`src/rtl/reset_mode_pkg.sv`:
```
// Constants for the reset, mode-entry and third-port pin logic.
// Assumes a 40 MHz core clock; machine cycle = 12 clocks.
`default_nettype none
package reset_mode_pkg;
    localparam int unsigned CLK_HZ          = 40_000_000;
    localparam int unsigned CLKS_PER_MC     = 12;
    localparam int unsigned MC_CNT_W        = 4;
    // Strobe low window inside one half machine cycle (clocks)
    localparam int unsigned STROBE_LO_START = 1;
    localparam int unsigned STROBE_LO_END   = 4;
    localparam int unsigned HALF_MC         = 6;
    localparam int unsigned RST_HOLD_MC     = 2;
    localparam int unsigned HOST_HOLD_MC    = 10;
    localparam int unsigned HOLD_CNT_W      = 5;
    localparam int unsigned PORT_W          = 8;
    localparam logic [7:0]  PORT_RESET_VAL  = 8'hFF;
    // Port bit positions
    localparam int unsigned BIT_RXD         = 0;
    localparam int unsigned BIT_TXD         = 1;
    localparam int unsigned BIT_IRQ0        = 2;
    localparam int unsigned BIT_IRQ1        = 3;
    localparam int unsigned BIT_CNT0        = 4;
    localparam int unsigned BIT_CNT1        = 5;
    localparam int unsigned BIT_WR          = 6;
    localparam int unsigned BIT_RD          = 7;

    typedef enum logic [1:0] {
        MODE_RUN   = 2'b00,
        MODE_RESET = 2'b01,
        MODE_HOST  = 2'b10
    } mode_t;
endpackage
`default_nettype wire

```
`src/rtl/reset_mode_entry_and_port_three.sv`:
```
// Reset pin filter, host/normal mode entry, program store strobe
// generator and third-port pin muxing with alternate functions.
// Assumes a 40 MHz clk from the oscillator; pins are asynchronous.
//
// Functional notes
// - Latch one lets pull-up hold pin high
// - Bit 0 serial in, bit 1 serial out
// - Bits 2,3 are external interrupt inputs
// - Bits 4,5 are counter inputs
// - Bit 6 write strobe, bit 7 read strobe
// - Strobe held high for internal execution
// - Strobe pulses twice per machine cycle externally
// - Data access skips two strobe pulses
// - Reset high two machine cycles resets
// - Strobe fall after 10 cycles enters host
// - No strobe fall gives normal mode
`default_nettype none
module reset_mode_entry_and_port_three
    import reset_mode_pkg::*;
(
    input  wire logic                          clk,
    input  wire logic                          arst_n,
    input  wire logic                          resetPin,
    input  wire logic                          execExternal,
    input  wire logic                          dataAccess,
    input  wire logic [reset_mode_pkg::PORT_W-1:0] portLatch,
    input  wire logic                          serialTx,
    input  wire logic                          dataWrStrobe_n,
    input  wire logic                          dataRdStrobe_n,
    input  wire logic                          strobePinIn,
    output logic                               program_store_strobe_n,
    output logic                               strobeOe,
    input  wire logic [reset_mode_pkg::PORT_W-1:0] thirdPortIn,
    output logic [reset_mode_pkg::PORT_W-1:0]  thirdPortOut,
    output logic [reset_mode_pkg::PORT_W-1:0]  thirdPortOe,
    output logic [reset_mode_pkg::PORT_W-1:0]  thirdPortSync,
    output logic                               serialRx,
    output logic                               ext_irq_zero_n,
    output logic                               ext_irq_one_n,
    output logic                               counter_zero_input,
    output logic                               counter_one_input,
    output logic                               coreReset,
    output logic                               hostMode
);
    import reset_mode_pkg::*;

    //****************************************************************
    // Pin synchronisers
    //****************************************************************
    logic rstSync;
    logic strobeSync;
    logic [PORT_W-1:0] portSync;

    sync_two_ff u_sync_rst (
        .clk     (clk),
        .arst_n  (arst_n),
        .resetVal(1'b1),
        .pinIn   (resetPin),
        .syncOut (rstSync)
    );
    sync_two_ff u_sync_strobe (
        .clk     (clk),
        .arst_n  (arst_n),
        .resetVal(1'b1),
        .pinIn   (strobePinIn),
        .syncOut (strobeSync)
    );
    genvar gi;
    generate
        for (gi = 0; gi < PORT_W; gi++) begin : g_port_sync
            sync_two_ff u_sync_port (
                .clk     (clk),
                .arst_n  (arst_n),
                .resetVal(1'b1),
                .pinIn   (thirdPortIn[gi]),
                .syncOut (portSync[gi])
            );
        end
    endgenerate

    //****************************************************************
    // Machine cycle timing
    //****************************************************************
    logic [MC_CNT_W-1:0] phase_ff;
    logic [MC_CNT_W-1:0] nxt_phase;
    logic                mcTick;

    always_comb begin
        mcTick = (phase_ff == MC_CNT_W'(CLKS_PER_MC - 1));
        nxt_phase = mcTick ? '0 : phase_ff + MC_CNT_W'(1);
    end

    always_ff @(posedge clk or negedge arst_n) begin
        if (!arst_n) begin
            phase_ff <= '0;
        end else begin
            phase_ff <= nxt_phase;
        end
    end

    //****************************************************************
    // Reset filter and mode entry
    //****************************************************************
    logic [HOLD_CNT_W-1:0] hold_ff;
    logic [HOLD_CNT_W-1:0] nxt_hold;
    mode_t                 mode_ff;
    mode_t                 nxt_mode;
    logic                  hostReq_ff;
    logic                  nxt_hostReq;
    logic                  strobePrev_ff;
    logic                  nxt_strobePrev;
    logic                  strobeFall;

    always_comb begin
        strobeFall     = strobePrev_ff && !strobeSync;
        nxt_strobePrev = strobeSync;
        nxt_hold       = hold_ff;
        nxt_hostReq    = hostReq_ff;
        nxt_mode       = mode_ff;
        if (!rstSync) begin
            nxt_hold = '0;
        end else if (mcTick && hold_ff != '1) begin
            nxt_hold = hold_ff + HOLD_CNT_W'(1);
        end
        unique case (mode_ff)
            MODE_RUN, MODE_HOST: begin
                // Only a held reset counts; glitches do not reset
                if (rstSync && hold_ff >= HOLD_CNT_W'(RST_HOLD_MC)) begin
                    nxt_mode    = MODE_RESET;
                    nxt_hostReq = 1'b0;
                end
            end
            MODE_RESET: begin
                // Fall only counts once the hold exceeds ten cycles
                if (rstSync && strobeFall
                        && hold_ff > HOLD_CNT_W'(HOST_HOLD_MC)) begin
                    nxt_hostReq = 1'b1;
                end
                if (!rstSync) begin
                    nxt_mode = hostReq_ff ? MODE_HOST : MODE_RUN;
                end
            end
            default: nxt_mode = MODE_RESET;
        endcase
    end

    always_ff @(posedge clk or negedge arst_n) begin
        if (!arst_n) begin
            hold_ff       <= '0;
            mode_ff       <= MODE_RESET;
            hostReq_ff    <= 1'b0;
            strobePrev_ff <= 1'b1;
        end else begin
            hold_ff       <= nxt_hold;
            mode_ff       <= nxt_mode;
            hostReq_ff    <= nxt_hostReq;
            strobePrev_ff <= nxt_strobePrev;
        end
    end

    assign coreReset = (mode_ff == MODE_RESET);
    assign hostMode  = (mode_ff == MODE_HOST);

    //****************************************************************
    // Program store strobe
    //****************************************************************
    logic strobe_ff;
    logic nxt_strobe;
    logic skip_ff;
    logic nxt_skip;
    logic halfPhaseLow;

    always_comb begin
        halfPhaseLow = 1'b0;
        if (phase_ff >= MC_CNT_W'(HALF_MC)) begin
            halfPhaseLow = (phase_ff - MC_CNT_W'(HALF_MC))
                               >= MC_CNT_W'(STROBE_LO_START)
                        && (phase_ff - MC_CNT_W'(HALF_MC))
                               <  MC_CNT_W'(STROBE_LO_END);
        end else begin
            halfPhaseLow = phase_ff >= MC_CNT_W'(STROBE_LO_START)
                        && phase_ff <  MC_CNT_W'(STROBE_LO_END);
        end
        // Skip latched per machine cycle so both pulses drop together
        nxt_skip = skip_ff;
        if (mcTick) begin
            nxt_skip = dataAccess;
        end
        nxt_strobe = 1'b1;
        if (mode_ff == MODE_RUN && execExternal && !skip_ff) begin
            nxt_strobe = !halfPhaseLow;
        end
    end

    always_ff @(posedge clk or negedge arst_n) begin
        if (!arst_n) begin
            strobe_ff <= 1'b1;
            skip_ff   <= 1'b0;
        end else begin
            strobe_ff <= nxt_strobe;
            skip_ff   <= nxt_skip;
        end
    end

    // Pin released in reset and host mode so the host can drive it
    assign program_store_strobe_n = strobe_ff;
    assign strobeOe               = (mode_ff == MODE_RUN);

    //****************************************************************
    // Third port
    //****************************************************************
    logic [PORT_W-1:0] portOut_ff;
    logic [PORT_W-1:0] nxt_portOut;
    logic [PORT_W-1:0] altOut;

    always_comb begin
        altOut          = '1;
        altOut[BIT_TXD] = serialTx;
        altOut[BIT_WR]  = dataWrStrobe_n;
        altOut[BIT_RD]  = dataRdStrobe_n;
        // Zero latch forces low; one passes alternate function
        nxt_portOut = portLatch & altOut;
        if (mode_ff != MODE_RUN) begin
            nxt_portOut = PORT_RESET_VAL;
        end
    end

    always_ff @(posedge clk or negedge arst_n) begin
        if (!arst_n) begin
            portOut_ff <= PORT_RESET_VAL;
        end else begin
            portOut_ff <= nxt_portOut;
        end
    end

    // Drive low only; a one leaves the weak pull-up in charge
    assign thirdPortOut = portOut_ff;
    assign thirdPortOe  = ~portOut_ff;

    // Host controls visible here during host mode
    assign thirdPortSync      = portSync;
    assign serialRx           = portSync[BIT_RXD];
    assign ext_irq_zero_n     = portSync[BIT_IRQ0];
    assign ext_irq_one_n      = portSync[BIT_IRQ1];
    assign counter_zero_input = portSync[BIT_CNT0];
    assign counter_one_input  = portSync[BIT_CNT1];

    //****************************************************************
    // Checks
    //****************************************************************
    chk_strobe_internal: assert property (
        @(posedge clk) disable iff (!arst_n)
        (!execExternal && $past(!execExternal)) |-> program_store_strobe_n)
        else $error("strobe active during internal execution");

    // Helper: strobe falls counted over each machine cycle
    logic [1:0] pulseCnt_ff;
    logic [1:0] nxt_pulseCnt;
    logic       cleanMc_ff;
    logic       nxt_cleanMc;
    logic       strobeLast_ff;

    always_comb begin
        nxt_pulseCnt = pulseCnt_ff + 2'(strobeLast_ff && !strobe_ff);
        nxt_cleanMc  = cleanMc_ff && mode_ff == MODE_RUN && execExternal
                    && !skip_ff;
        if (mcTick) begin
            nxt_pulseCnt = '0;
            nxt_cleanMc  = 1'b1;
        end
    end

    always_ff @(posedge clk or negedge arst_n) begin
        if (!arst_n) begin
            pulseCnt_ff   <= '0;
            cleanMc_ff    <= 1'b0;
            strobeLast_ff <= 1'b1;
        end else begin
            pulseCnt_ff   <= nxt_pulseCnt;
            cleanMc_ff    <= nxt_cleanMc;
            strobeLast_ff <= strobe_ff;
        end
    end

    chk_strobe_twice: assert property (
        @(posedge clk) disable iff (!arst_n)
        (mcTick && cleanMc_ff) |-> pulseCnt_ff == 2'h2)
        else $error("strobe pulse count wrong");

    chk_strobe_low: assert property (
        @(posedge clk) disable iff (!arst_n)
        (mode_ff == MODE_RUN && execExternal && !skip_ff
            && $past(execExternal) && $past(mode_ff) == MODE_RUN
            && phase_ff == MC_CNT_W'(2))
        |-> !program_store_strobe_n)
        else $error("strobe not low in pulse window");

    chk_skip_pulses: assert property (
        @(posedge clk) disable iff (!arst_n)
        skip_ff |=> program_store_strobe_n)
        else $error("strobe pulsed during data access");

    chk_reset_entry: assert property (
        @(posedge clk) disable iff (!arst_n)
        (rstSync && hold_ff >= HOLD_CNT_W'(RST_HOLD_MC)
            && mode_ff != MODE_RESET) |=> coreReset)
        else $error("held reset did not reset");

    chk_host_entry: assert property (
        @(posedge clk) disable iff (!arst_n)
        (coreReset && rstSync && strobeFall
            && hold_ff > HOLD_CNT_W'(HOST_HOLD_MC)) |=> hostReq_ff)
        else $error("host request not taken");

    chk_host_release: assert property (
        @(posedge clk) disable iff (!arst_n)
        (coreReset && hostReq_ff && !rstSync) |=> hostMode)
        else $error("host mode not entered");

    chk_normal_entry: assert property (
        @(posedge clk) disable iff (!arst_n)
        (coreReset && !hostReq_ff && !rstSync) |=> !hostMode)
        else $error("host mode without strobe fall");

    chk_latch_zero: assert property (
        @(posedge clk) disable iff (!arst_n)
        (mode_ff == MODE_RUN && !portLatch[BIT_WR])
        |=> (thirdPortOe[BIT_WR] && !thirdPortOut[BIT_WR]))
        else $error("zero latch did not drive low");

    chk_pullup_one: assert property (
        @(posedge clk) disable iff (!arst_n)
        (mode_ff == MODE_RUN && portLatch[BIT_CNT0])
        |=> !thirdPortOe[BIT_CNT0])
        else $error("latched one still driven");
endmodule
`default_nettype wire

```
`src/rtl/sync_two_ff.sv`:
```
// Two-flop synchroniser for one asynchronous pin.
// Assumes pin changes slowly relative to clk.
`default_nettype none
module sync_two_ff (
    input  wire logic clk,
    input  wire logic arst_n,
    input  wire logic resetVal,
    input  wire logic pinIn,
    output logic      syncOut
);
    logic stage1_ff;
    logic stage2_ff;
    logic nxt_stage1;
    logic nxt_stage2;

    always_comb begin
        nxt_stage1 = pinIn ^ ~resetVal;
        nxt_stage2 = stage1_ff;
    end

    // Flops hold the pin relative to its reset level, so the reset
    // branch stays constant whatever level the caller asks for.
    always_ff @(posedge clk or negedge arst_n) begin
        if (!arst_n) begin
            stage1_ff <= 1'b1;
            stage2_ff <= 1'b1;
        end else begin
            stage1_ff <= nxt_stage1;
            stage2_ff <= nxt_stage2;
        end
    end

    assign syncOut = stage2_ff ^ ~resetVal;
endmodule
`default_nettype wire

```
`config.mk`:
```
export PLATFORM = sky130hd
export DESIGN_NAME = reset_mode_entry_and_port_three
export DESIGN_NICKNAME = d
export VERILOG_FILES = /design/src/rtl/reset_mode_pkg.sv /design/src/rtl/reset_mode_entry_and_port_three.sv /design/src/rtl/sync_two_ff.sv
export SDC_FILE = /design/constraint.sdc
export NUM_CORES = 1
export LEC_CHECK = 0
export ABC_AREA = 0
export BUFFER_PORTS_ARGS = -buffer_cell sky130_fd_sc_hd__buf_2
export CAP_MARGIN = 20
export CORE_MARGIN = 5
export CORE_UTILIZATION = 25
export DETAILED_ROUTE_END_ITERATION = 6
export GPL_ROUTABILITY_DRIVEN = 0
export GPL_TIMING_DRIVEN = 0
export REMOVE_ABC_BUFFERS = 1
export SLEW_MARGIN = 30
export SYNTH_ARGS = -nofsm -noshare
export SYNTH_HDL_FRONTEND = slang
export SYNTH_SLANG_ARGS = --single-unit
```
`constraint.sdc`:
```
create_clock -name clk -period 2.6 [get_ports clk]
set_input_delay 0 -clock clk [delete_from_list [all_inputs] [get_ports clk]]
set_output_delay 0 -clock clk [all_outputs]
set_load 0.005 [all_outputs]
```
### Word level (Yosys, flattened, before mapping)

Index checks and enable logic that the tools add are counted.

* flip-flop bits (word level): 43
* bits of input ports: 25
* output and inout port bits: 33
* logic and storage cells: 79

* add/sub/neg operators: 3
* magnitude comparators: 7
* eq/ne operators: 8
* multiplexer cells: 13
* bitwise operators: 2
* reduce and logical (&&, ||, !) cells: 18

Operators by type and width (number)
* 5-bit two-way mux: 2
* 1-bit logical AND: 9
* 8-bit AND: 1
* 4-bit by 1-bit greater-or-equal comparator with 1-bit output (second input constant): 2
* 4-bit by 3-bit < comparator with 1-bit output (second input constant): 2
* 8-bit two-way mux: 1
* 8-bit inverter: 1
* 2-bit two-way mux: 3
* 2-bit inequality test (second input constant): 3
* 5-bit by 1-bit adder with 5-bit output (second input constant): 1
* 5-bit by 2-bit greater-or-equal comparator with 1-bit output (second input constant): 1
* 5-bit by 4-bit > comparator with 1-bit output (second input constant): 1
* 5-bit inequality test (second input constant): 1
* 4-bit by 1-bit adder with 4-bit output (second input constant): 1
* 4-bit == test (second input constant): 1
* 4-bit by 3-bit greater-or-equal comparator with 1-bit output (second input constant): 1
* 1-bit two-way mux: 4
* 4-bit two-way mux: 1
* 2-bit one-hot mux with 2 select lines: 1
* 2-bit nonzero test: 2
* 4-bit by 3-bit subtractor with 4-bit output (second input constant): 1
* 1-bit logical NOT: 3
* 3-bit AND reduction: 1
* 2-bit by 1-bit == test with 1-bit output (second input constant): 1
* 6 further kinds: 6

### Logic depth before layout (Yosys ltp)

Gate-level depths: netlist of run 1.

* word-level depth: 6
* gate-level depth with buffers: 8
* gate-level depth less buffers: 7

### Cells and area by module

From an unflattened synthesis of run 1, not the netlist that was laid out.

* cells, all modules: 153
* area total of the unflattened synthesis: 1885.6 µm²

By module, submodules not included
* reset_mode_entry_and_port_three: times used 1, cells an instance 113, area each 1184.9 µm², seq. area each 589.3 µm²
* sync_two_ff: times used 10, cells an instance 4, area each 70.1 µm², seq. area each 52.6 µm²

### Worst setup path before layout of run 1

OpenSTA, ideal clock, no wires.

* path kind: flip-flop to flip-flop
* start point: reg hold_ff[0]
* end point: reg hold_ff[3]
* library setup time: 124 ps
* arrival time: 1616 ps
* data required time: 2476 ps
* path slack: 860 ps
* cell stages (with the launch flop): 9
* path buffers: 1
* period minus slack after synthesis: 1740 ps
* path through: dfrtp_1 ha_1 and3_1 ha_1 and4bb_1 buf_4 nand4_2 xor2_1 nor2_1

* longest elaborated chain between the ends: 3
* elaborated cells on any way between the ends: 6

Ends and longest elaborated chain
* start: declaration: line reset_mode_entry_and_port_three.sv:104 `logic [HOLD_CNT_W-1:0] hold_ff;`
* start signal: assignment: line reset_mode_entry_and_port_three.sv:154 `hold_ff <= nxt_hold;`
* 5-bit by 1-bit adder with 5-bit output / 5-bit inequality test (equally long branches): line reset_mode_entry_and_port_three.sv:123, reset_mode_entry_and_port_three.sv:122
* 5-bit two-way mux / 1-bit logical AND (equally long branches): line reset_mode_entry_and_port_three.sv:122 `end else if (mcTick && hold_ff != '1) begin`
* 5-bit two-way mux / 2-bit inequality test (equally long branches)

Several ways; a longest one is shown, not always the timed one. The select of a mux whose other input is x is not followed.
A chain may end at the register's enable or synchronous reset.

### Final worst setup path of run 1

Same ends and word-level chain as after synthesis.

==> impl_results.md, run 1 <==
* DRT Wirelength at 3300 µm
* Highest attainable clock frequency at 0.533 GHz
* Slew at the pin closest to its max-slew limit at 0.512 ns
* Fraction of registers with async set/reset at 1.00
* Sequential area share after synthesis at 0.655
* IO buf count at 57
* Total standard cell area after synthesis at 0.00170 mm²
* Origin of the critical flop-to-flop path: hold_ff[0]$_DFFE_PN0P_
* Count of nets left with antenna violations after detail routing at 0
* Count of cells along the worst register-to-register path at 7
* Required time of the worst setup path at 2.78 ns
* Vias/cell at 4.01
* Cell taking the most area after synthesis: sky130_fd_sc_hd__dfstp_2
* Skew final at 0.00594 ns
* Synth cell count leaders: 31 x sky130_fd_sc_hd__dfstp_2, 16 x sky130_fd_sc_hd__inv_1, 12 x sky130_fd_sc_hd__dfrtp_1
* Number of synthesized register bits at 43
* Maximum clock path buffer count at 2
* Peak ir drop on the vdd network at 0.000248 V
* Type of origin of the critical path: flip-flop
* DP Wirelength at 2210 µm
* Post-CTS Repair Setup Buffers at 0
* Critical path class: flip-flop to flip-flop
* Number of nets at the end of the flow at 244
* Area share of the largest cell type after synthesis at 0.478
* Synthesized netlist cell count at 135
* Post-synthesis average cell area at 12.6 µm²
* Hold WC Path Type: input port to async pin
* Time the final worst path needs with I/O delays and setup at 1.87 ns
* Layout overhead on the synthesized area at 38.7%
* Final hold violation count at 0
* Number of placement rows at 30
* Overall overflow remaining after global route at 0
* Setup_tns at 0 ns
* Global routing usage summed across all routing layers at 0.0794
* Maximum number of pins on one net before global-route repair at 44
* Clock Tree Root: sky130_fd_sc_hd__clkbuf_8
* Number of design rule violations left after detail routing at 0
* Quantity of hold-fixing buffers added after cts at 24
* Count of endpoints failing setup in the final report at 0
* Origin of the worst setup path: hold_ff[0]$_DFFE_PN0P_
* Leakage power summed over all cells at 0.00115 µW
* Vias at 1,171
* Largest cells by area after synthesis: sky130_fd_sc_hd__dfstp_2 48%, sky130_fd_sc_hd__dfrtp_1 18%, sky130_fd_sc_hd__ha_1 5.9%
* Clock Sinks at 43
* Core Box Area at 0.00672 mm²
* Primary FF master, synth: sky130_fd_sc_hd__dfstp_2
* Max FO, Critical Path at 6
* 1st-pass router iterations at 4
* Layout cells sized above 1 at 0.462
* Clock network fraction of design power at 0.395
* Resize count post-CTS at 0
* EDFF count, synth at 0
* Yosys warning total at 0
* Clock latency at the later pin of the worst-skew pair at 0.29 ns
* Final clock period utilization by the worst path at 0.721
* Most used standard cell by instance count after synthesis: sky130_fd_sc_hd__dfstp_2
* Number of antenna violations at the first check in global routing at 0
* Library cells used by synthesis at 30
* Initial Utilization at 0.253
* Worst slew margin relative to its limit at 0.658
* Power Density at 572 mW/mm²
* Met2 GRT Util at 0.132
* Kind of capture point of the worst setup path: flip-flop
* Endpoint of the most critical register-to-register path: hold_ff[3]$_DFFE_PN0P_
* Per-cell routed wire length at 11.3 µm
* Outcome: completed
* Max-capacitance violation count at 0
* Global routing usage on met3 at 0.0284
* DIE AREA at 0.00856 mm²
* Setup slack, reg-to-reg at 0.73 ns
* Met1 global-route usage at 0.0981
* Busiest layer in global routing: met2
* Die width at 92.5 µm
* End point of the critical path: hold_ff[3]$_DFFE_PN0P_
* Int Pwr at 1080 µW
* Endpoint arrival time on the critical path at 2.05 ns
* Boundary pin count at 58
* Num CTS Buffers at 5
* H-Tree Depth at 2
* Switching pwr at 271 µW
* Total power after layout at 1350 µW
* Proportion of power drawn by flip-flops and latches at 0.534
* Via count of the first global-routing pass at 1,230
* Unrepaired setup endpoints after global routing: no
* Proportion of power drawn by combinational gates at 0.072
* Sw frac at 0.201
* Fill cell total of the finished layout at 651
* Antenna Cells at 0
* Drt initial violations at 45
* Final count of pins violating max slew at 0
* First-pass GRT wire length at 5460 µm
* Clock transition at the register clock pins on the worst setup and hold paths after CTS at 0.08 ns
* CTS tree: done
* Vertical extent of the die at 92.5 µm
[per-stage QoR]
stage	util	cells	hold WS (ns)	area, µm²	setup slack (ns)
after floorplan	-	123	-0.296	1620	0.829
after global placement	0.298	260	0.106	2000	0.712
after detailed placement	0.298	260	0.106	2000	0.720
final	0.352	292	0.223	2360	0.726
after global routing	0.352	292	0.264	2360	0.600
after CTS	0.351	292	0.329	2360	0.711
[worst max-delay path, cell delays in order (launching register included)]
cell and delay [ns]:
sky130_fd_sc_hd__dfrtp_1 0.45, sky130_fd_sc_hd__ha_1 0.23, sky130_fd_sc_hd__and3_1 0.18, sky130_fd_sc_hd__ha_1 0.16, sky130_fd_sc_hd__and4bb_1 0.41, sky130_fd_sc_hd__nand4_2 0.14
sky130_fd_sc_hd__xor2_1 0.14, sky130_fd_sc_hd__nor2_1 0.05
[cell families after synthesis]
| kind of cell | synth area share |
|---|---|
| DFF | 0.655 |
| AOI/OAI and AO/OA | 0.0610 |
| and+or+nand+nor | 0.112 |
| muxes | 0.0125 |
| buffers and inverters | 0.0860 |
| xor gates and xnor gates | 0.0154 |
| adders and majority gates | 0.0588 |
[layout make-up]
type	count	area [µm²]	area share
clock buffer	6	82.6	0.0350
clock inverter	2	35.0	0.0148
inverter	16	60.1	0.0254
multi-input combinational	64	442	0.187
sequential	43	1110	0.472
tap	80	100	0.0424
timing repair buffer	81	528	0.224
[layer usage]
layer / share of wire / vias up / routed length (µm)
li1: - / 582 / -
met1: 0.46 / 542 / 1520
met2: 0.47 / 45 / 1540
met3: 0.069 / 2 / 227
met4: 0.0042 / 0 / 14
met5: 0 / - / 0
[state kept, by name, summed over array words and instances (netlist names)]
| register | flops |
|---|---|
| phase_ff | 4 |
| u_sync_strobe.nxt_stage2 | 1 |
| u_sync_rst.stage2_ff | 1 |
| strobePrev_ff | 1 |
| g_port_sync.u_sync_port.nxt_stage2 | 8 |
| g_port_sync.u_sync_port.stage2_ff | 8 |
| u_sync_strobe.stage2_ff | 1 |
| program_store_strobe_n | 1 |
| skip_ff | 1 |
| mode_ff | 2 |
| u_sync_rst.nxt_stage2 | 1 |
| hostReq_ff | 1 |
| hold_ff | 5 |
| thirdPortOut | 8 |
[power by group through the flow]
stage          combinational [µW]  sequential [µW]  clock, µW
3_5_place_dp                 71.3              733          0
6_report                     97.0              721        533
4_1_cts                      98.5              722        561
2_1_floorplan                13.1              734          0
3_3_place_gp                 70.7              732          0
5_1_grt                       109              725        591
[how the worst min path moves through the flow]
stage / from / endpoint / slack, ns / cells after the start
5_1_grt: arst_n / mode_ff[1]$_DFFE_PN0P_ / 0.26 / 2
3_3_place_gp: thirdPortIn[0] / g_port_sync[0].u_sync_port.nxt_stage2$_DFF_PN1_ / 0.11 / 1
6_report: arst_n / mode_ff[1]$_DFFE_PN0P_ / 0.22 / 2
2_1_floorplan: arst_n / hold_ff[0]$_DFFE_PN0P_ / -0.30 / 0
3_5_place_dp: strobePinIn / u_sync_strobe.nxt_stage2$_DFF_PN1_ / 0.11 / 1
4_1_cts: strobePinIn / u_sync_strobe.nxt_stage2$_DFF_PN1_ / 0.33 / 2
[cells in the final DEF (no fill, tap or decap), types with 2 or more instances in the layout]
cell type                       count
sky130_fd_sc_hd__a21oi_1            2
sky130_fd_sc_hd__dfrtp_1           12
sky130_fd_sc_hd__buf_2             56
sky130_fd_sc_hd__inv_1             16
sky130_fd_sc_hd__nand2_1            9
sky130_fd_sc_hd__ha_1               8
sky130_fd_sc_hd__a211oi_1           3
sky130_fd_sc_hd__clkbuf_8           6
sky130_fd_sc_hd__a2111oi_0          2
sky130_fd_sc_hd__nor2b_1            4
sky130_fd_sc_hd__dlygate4sd3_1     24
sky130_fd_sc_hd__dfstp_2           31
sky130_fd_sc_hd__o21ai_0            3
sky130_fd_sc_hd__or3_1              5
sky130_fd_sc_hd__o22ai_1            2
sky130_fd_sc_hd__xor2_1             2
sky130_fd_sc_hd__nor2_1            10
sky130_fd_sc_hd__nand2b_1           2
(Power assumes the default switching activity.)
==> inputs of run 2 (changes only) <==
--- a/config.mk
+++ b/config.mk
@@ -5,7 +5,7 @@
 export SDC_FILE = /design/constraint.sdc
 export NUM_CORES = 1
 export LEC_CHECK = 0
-export ABC_AREA = 0
+export ABC_AREA = 1
 export BUFFER_PORTS_ARGS = -buffer_cell sky130_fd_sc_hd__buf_2
 export CAP_MARGIN = 20
 export CORE_MARGIN = 5
==> constraint.sdc (replaced) <==
create_clock -name clk -period 1.7 [get_ports clk]
set_input_delay 0 -clock clk [delete_from_list [all_inputs] [get_ports clk]]
set_output_delay 0 -clock clk [all_outputs]
set_load 0.005 [all_outputs]
==> run 2 against run 1 <==
  * Clock power is 30% higher
  * Critical path depth is 1 higher
  * Clock-buffer cell count is 2 higher
==> impl_results.md, run 2 <==
* Primary FF master, synth: sky130_fd_sc_hd__dfstp_2
* Sequential area share after synthesis at 0.627
* Per-cell routed wire length at 9.94 µm
* Setup slack, reg-to-reg at 0.22 ns
* Number of synthesized register bits at 43
* DP Cell Count at 306
* Boundary pin count at 58
* Proportion of power drawn by combinational gates at 0.079
* Die width at 94.3 µm
* Commonest non-fill, non-tap cell in the layout: sky130_fd_sc_hd__buf_2
* Global routing usage summed across all routing layers at 0.0792
* EDFF count, synth at 0
* DP Wirelength at 2420 µm
* Endpoint arrival time on the critical path at 1.70 ns
* Number of nets at the end of the flow at 274
* 1st-pass router iterations at 4
* Num CTS Buffers at 5
* Final hold violation count at 0
* Proportion of power drawn by flip-flops and latches at 0.566
* Core Box Area at 0.00687 mm²
* Switching pwr at 405 µW
* Time the final worst path needs with I/O delays and setup at 1.48 ns
* Synth cell count leaders: 31 x sky130_fd_sc_hd__dfstp_2, 30 x sky130_fd_sc_hd__nand2_1, 24 x sky130_fd_sc_hd__inv_1
* Number of placement rows at 30
* Vias/cell at 3.79
* Kind of capture point of the worst setup path: flip-flop
* Peak ir drop on the vdd network at 0.000402 V
* Vertical extent of the die at 94.3 µm
* Clock Sinks at 43
* Vias at 1,280
* CP peak stage delay at 0.43 ns
* Slew at the pin closest to its max-slew limit at 0.511 ns
* Largest delay contributor family on the critical path: simple AND/OR/NAND/NOR gates
* DRT Wirelength at 3360 µm
* Critical path buffer and inverter count at 0
* CTS tree: done
* Post-CTS Repair Setup Buffers at 0
* IO buf count at 57
* H-Tree Depth at 2
* Synthesized netlist cell count at 162
* Cell chain of the critical path: ha_1, nand2_1, nor2_1, ha_1, nor2_8, nor2_4, nand2_1, o21ai_2
* Slowest CP cell: sky130_fd_sc_hd__dfrtp_2
* Type of origin of the critical path: flip-flop
* Count of cells along the worst register-to-register path at 8
* Leakage power summed over all cells at 0.00120 µW
* Yosys warning total at 0
* Via count of the first global-routing pass at 1,262
* Final clock period utilization by the worst path at 0.872
* First-pass GRT wire length at 5430 µm
* Initial Utilization at 0.259
* Highest attainable clock frequency at 0.674 GHz
* DIE AREA at 0.00889 mm²
* Hold WC Path Type: input port to async pin
* Int Pwr at 1550 µW
* Cell taking the most area after synthesis: sky130_fd_sc_hd__dfstp_2
* Power Density at 795 mW/mm²
* Post-synthesis average cell area at 11.0 µm²
* Setup_tns at 0 ns
* Max FO, Critical Path at 7
* Number of design rule violations left after detail routing at 0
* Count of endpoints failing setup in the final report at 0
* Clock Tree Root: sky130_fd_sc_hd__clkbuf_8
* Skew final at 0.00798 ns
* Total standard cell area after synthesis at 0.00178 mm²
* Library cells used by synthesis at 20
* Fill cell total of the finished layout at 698
* Layout overhead on the synthesized area at 38.5%
* Commonest cells after routing, fill and taps aside: 56 x sky130_fd_sc_hd__buf_2, 31 x sky130_fd_sc_hd__dfstp_2, 30 x sky130_fd_sc_hd__nand2_1
* Final non-filler cell total at 338
* Maximum number of pins on one net before global-route repair at 44
* Drt initial violations at 34
* Final count of pins violating max slew at 0
* Maximum clock path buffer count at 2
* Critical path depth in cells at 8
* Clock latency at the later pin of the worst-skew pair at 0.29 ns
* Antenna Cells at 0
* Sw frac at 0.207
* Area share of the largest cell type after synthesis at 0.458
* Clock transition at the register clock pins on the worst setup and hold paths after CTS at 0.07 ns
* Fraction of registers with async set/reset at 1.00
* Outcome: completed
* Number of antenna violations at the first check in global routing at 0
* Worst slew margin relative to its limit at 0.659
* Count of nets left with antenna violations after detail routing at 0
* Required time of the worst setup path at 1.92 ns
* Most used standard cell by instance count after synthesis: sky130_fd_sc_hd__dfstp_2
* Critical path class: flip-flop to flip-flop
* Max-capacitance violation count at 0
* Unrepaired setup endpoints after global routing: no
* Largest cells by area after synthesis: sky130_fd_sc_hd__dfstp_2 46%, sky130_fd_sc_hd__dfrtp_1 17%, sky130_fd_sc_hd__nand2_1 6.3%
* Clock network fraction of design power at 0.356
* Layout cells sized above 1 at 0.459
* Overall overflow remaining after global route at 0
-- run 2: changes by cell type in the layout (fill, tap and decap cells not counted), moves of 2 or more --
| cell | delta |
|---|---|
| sky130_fd_sc_hd__nor2b_1 | -4 |
| sky130_fd_sc_hd__a211oi_1 | -3 |
| sky130_fd_sc_hd__dfrtp_2 | +2 |
| sky130_fd_sc_hd__a2111oi_0 | -2 |
| sky130_fd_sc_hd__o22ai_1 | -2 |
| sky130_fd_sc_hd__nand2b_1 | -2 |
| sky130_fd_sc_hd__o21ai_2 | +4 |
| sky130_fd_sc_hd__inv_1 | +8 |
| sky130_fd_sc_hd__or2_2 | +6 |
| sky130_fd_sc_hd__nand2_1 | +21 |
| sky130_fd_sc_hd__dfrtp_1 | -2 |
| sky130_fd_sc_hd__or3_1 | -5 |
| sky130_fd_sc_hd__nand3_1 | +11 |
| sky130_fd_sc_hd__xor2_1 | -2 |
-- run 2: worst paths after layout --
check                                                                start                                         endpoint
setup / recovery                                    hold_ff[0]$_DFFE_PN0P_                           hold_ff[1]$_DFFE_PN0P_
hold / removal                                                      arst_n                           hold_ff[1]$_DFFE_PN0P_
setup reg to reg                                    hold_ff[0]$_DFFE_PN0P_                           hold_ff[1]$_DFFE_PN0P_
hold reg to reg            g_port_sync[6].u_sync_port.nxt_stage2$_DFF_PN1_   g_port_sync[6].u_sync_port.stage2_ff$_DFF_PN1_
max in group asynchronous                                           arst_n                        thirdPortOut[1]$_DFF_PN1_
min in group clk                                            thirdPortIn[5]  g_port_sync[5].u_sync_port.nxt_stage2$_DFF_PN1_
-- run 2: final cells by class --
| class | instances | area (µm²) | share of cell area |
|---|---|---|---|
| flip-flops and latches | 43 | 1120 | 0.454 |
| repair buffers | 81 | 528 | 0.215 |
| multi-input cells | 86 | 504 | 0.205 |
| well taps | 96 | 120 | 0.0488 |
| clock buffers | 8 | 100 | 0.0407 |
| inverters | 24 | 90.1 | 0.0366 |
-- run 2: power groups by stage --
| stage | logic, µW | clock network [µW] | registers [µW] |
|---|---|---|---|
| 2_1_floorplan | 25.7 | 0 | 1130 |
| 3_3_place_gp | 114 | 0 | 1120 |
| 3_5_place_dp | 115 | 0 | 1120 |
| 4_1_cts | 157 | 733 | 1110 |
| 5_1_grt | 174 | 773 | 1110 |
| 6_report | 154 | 695 | 1110 |
-- run 2: metal layers --
layer  GRT usage  part of all wire  vias up  wire, µm
li1            -                 -      647         -
met3      0.0345             0.082        4       274
met4      0.0325             0.011        0        37
met5           0                 0        -         0
met1      0.0847              0.39      592      1320
met2       0.137              0.52       37      1730
-- run 2: cell families (layout without fill, tap and decap cells) --
| group | count (synthesis) | after routing | share of synthesized area |
|---|---|---|---|
| flops | 43 | 43 | 0.627 |
| buf+inv | 33 | 113 | 0.0887 |
| fa+ha+maj | 8 | 8 | 0.0563 |
| simple gates | 64 | 64 | 0.176 |
| xor+xnor | 1 | 1 | 0.00493 |
| compound gates | 13 | 13 | 0.0465 |
-- run 2: what timing repair did --
item                                   4_1_cts  5_1_grt
hold buffers                                24        0
setup endpoints to repair                    0        1
resized for setup                            0        2
endpoints found under the hold margin       32        0
-- run 2: metrics by stage --
stage / setup slack (ns) / power, µW / util / hold slack [ns] / cell area [µm²]
after global routing: 0.0449 / 2060 / 0.358 / 0.261 / 2460
after detailed placement: 0.157 / 1240 / 0.308 / 0.106 / 2110
after global placement: 0.171 / 1240 / 0.308 / 0.105 / 2110
after CTS: 0.137 / 2000 / 0.357 / 0.332 / 2450
after floorplan: 0.285 / 1150 / - / -0.296 / 1710
final: 0.217 / 1950 / 0.358 / 0.224 / 2460
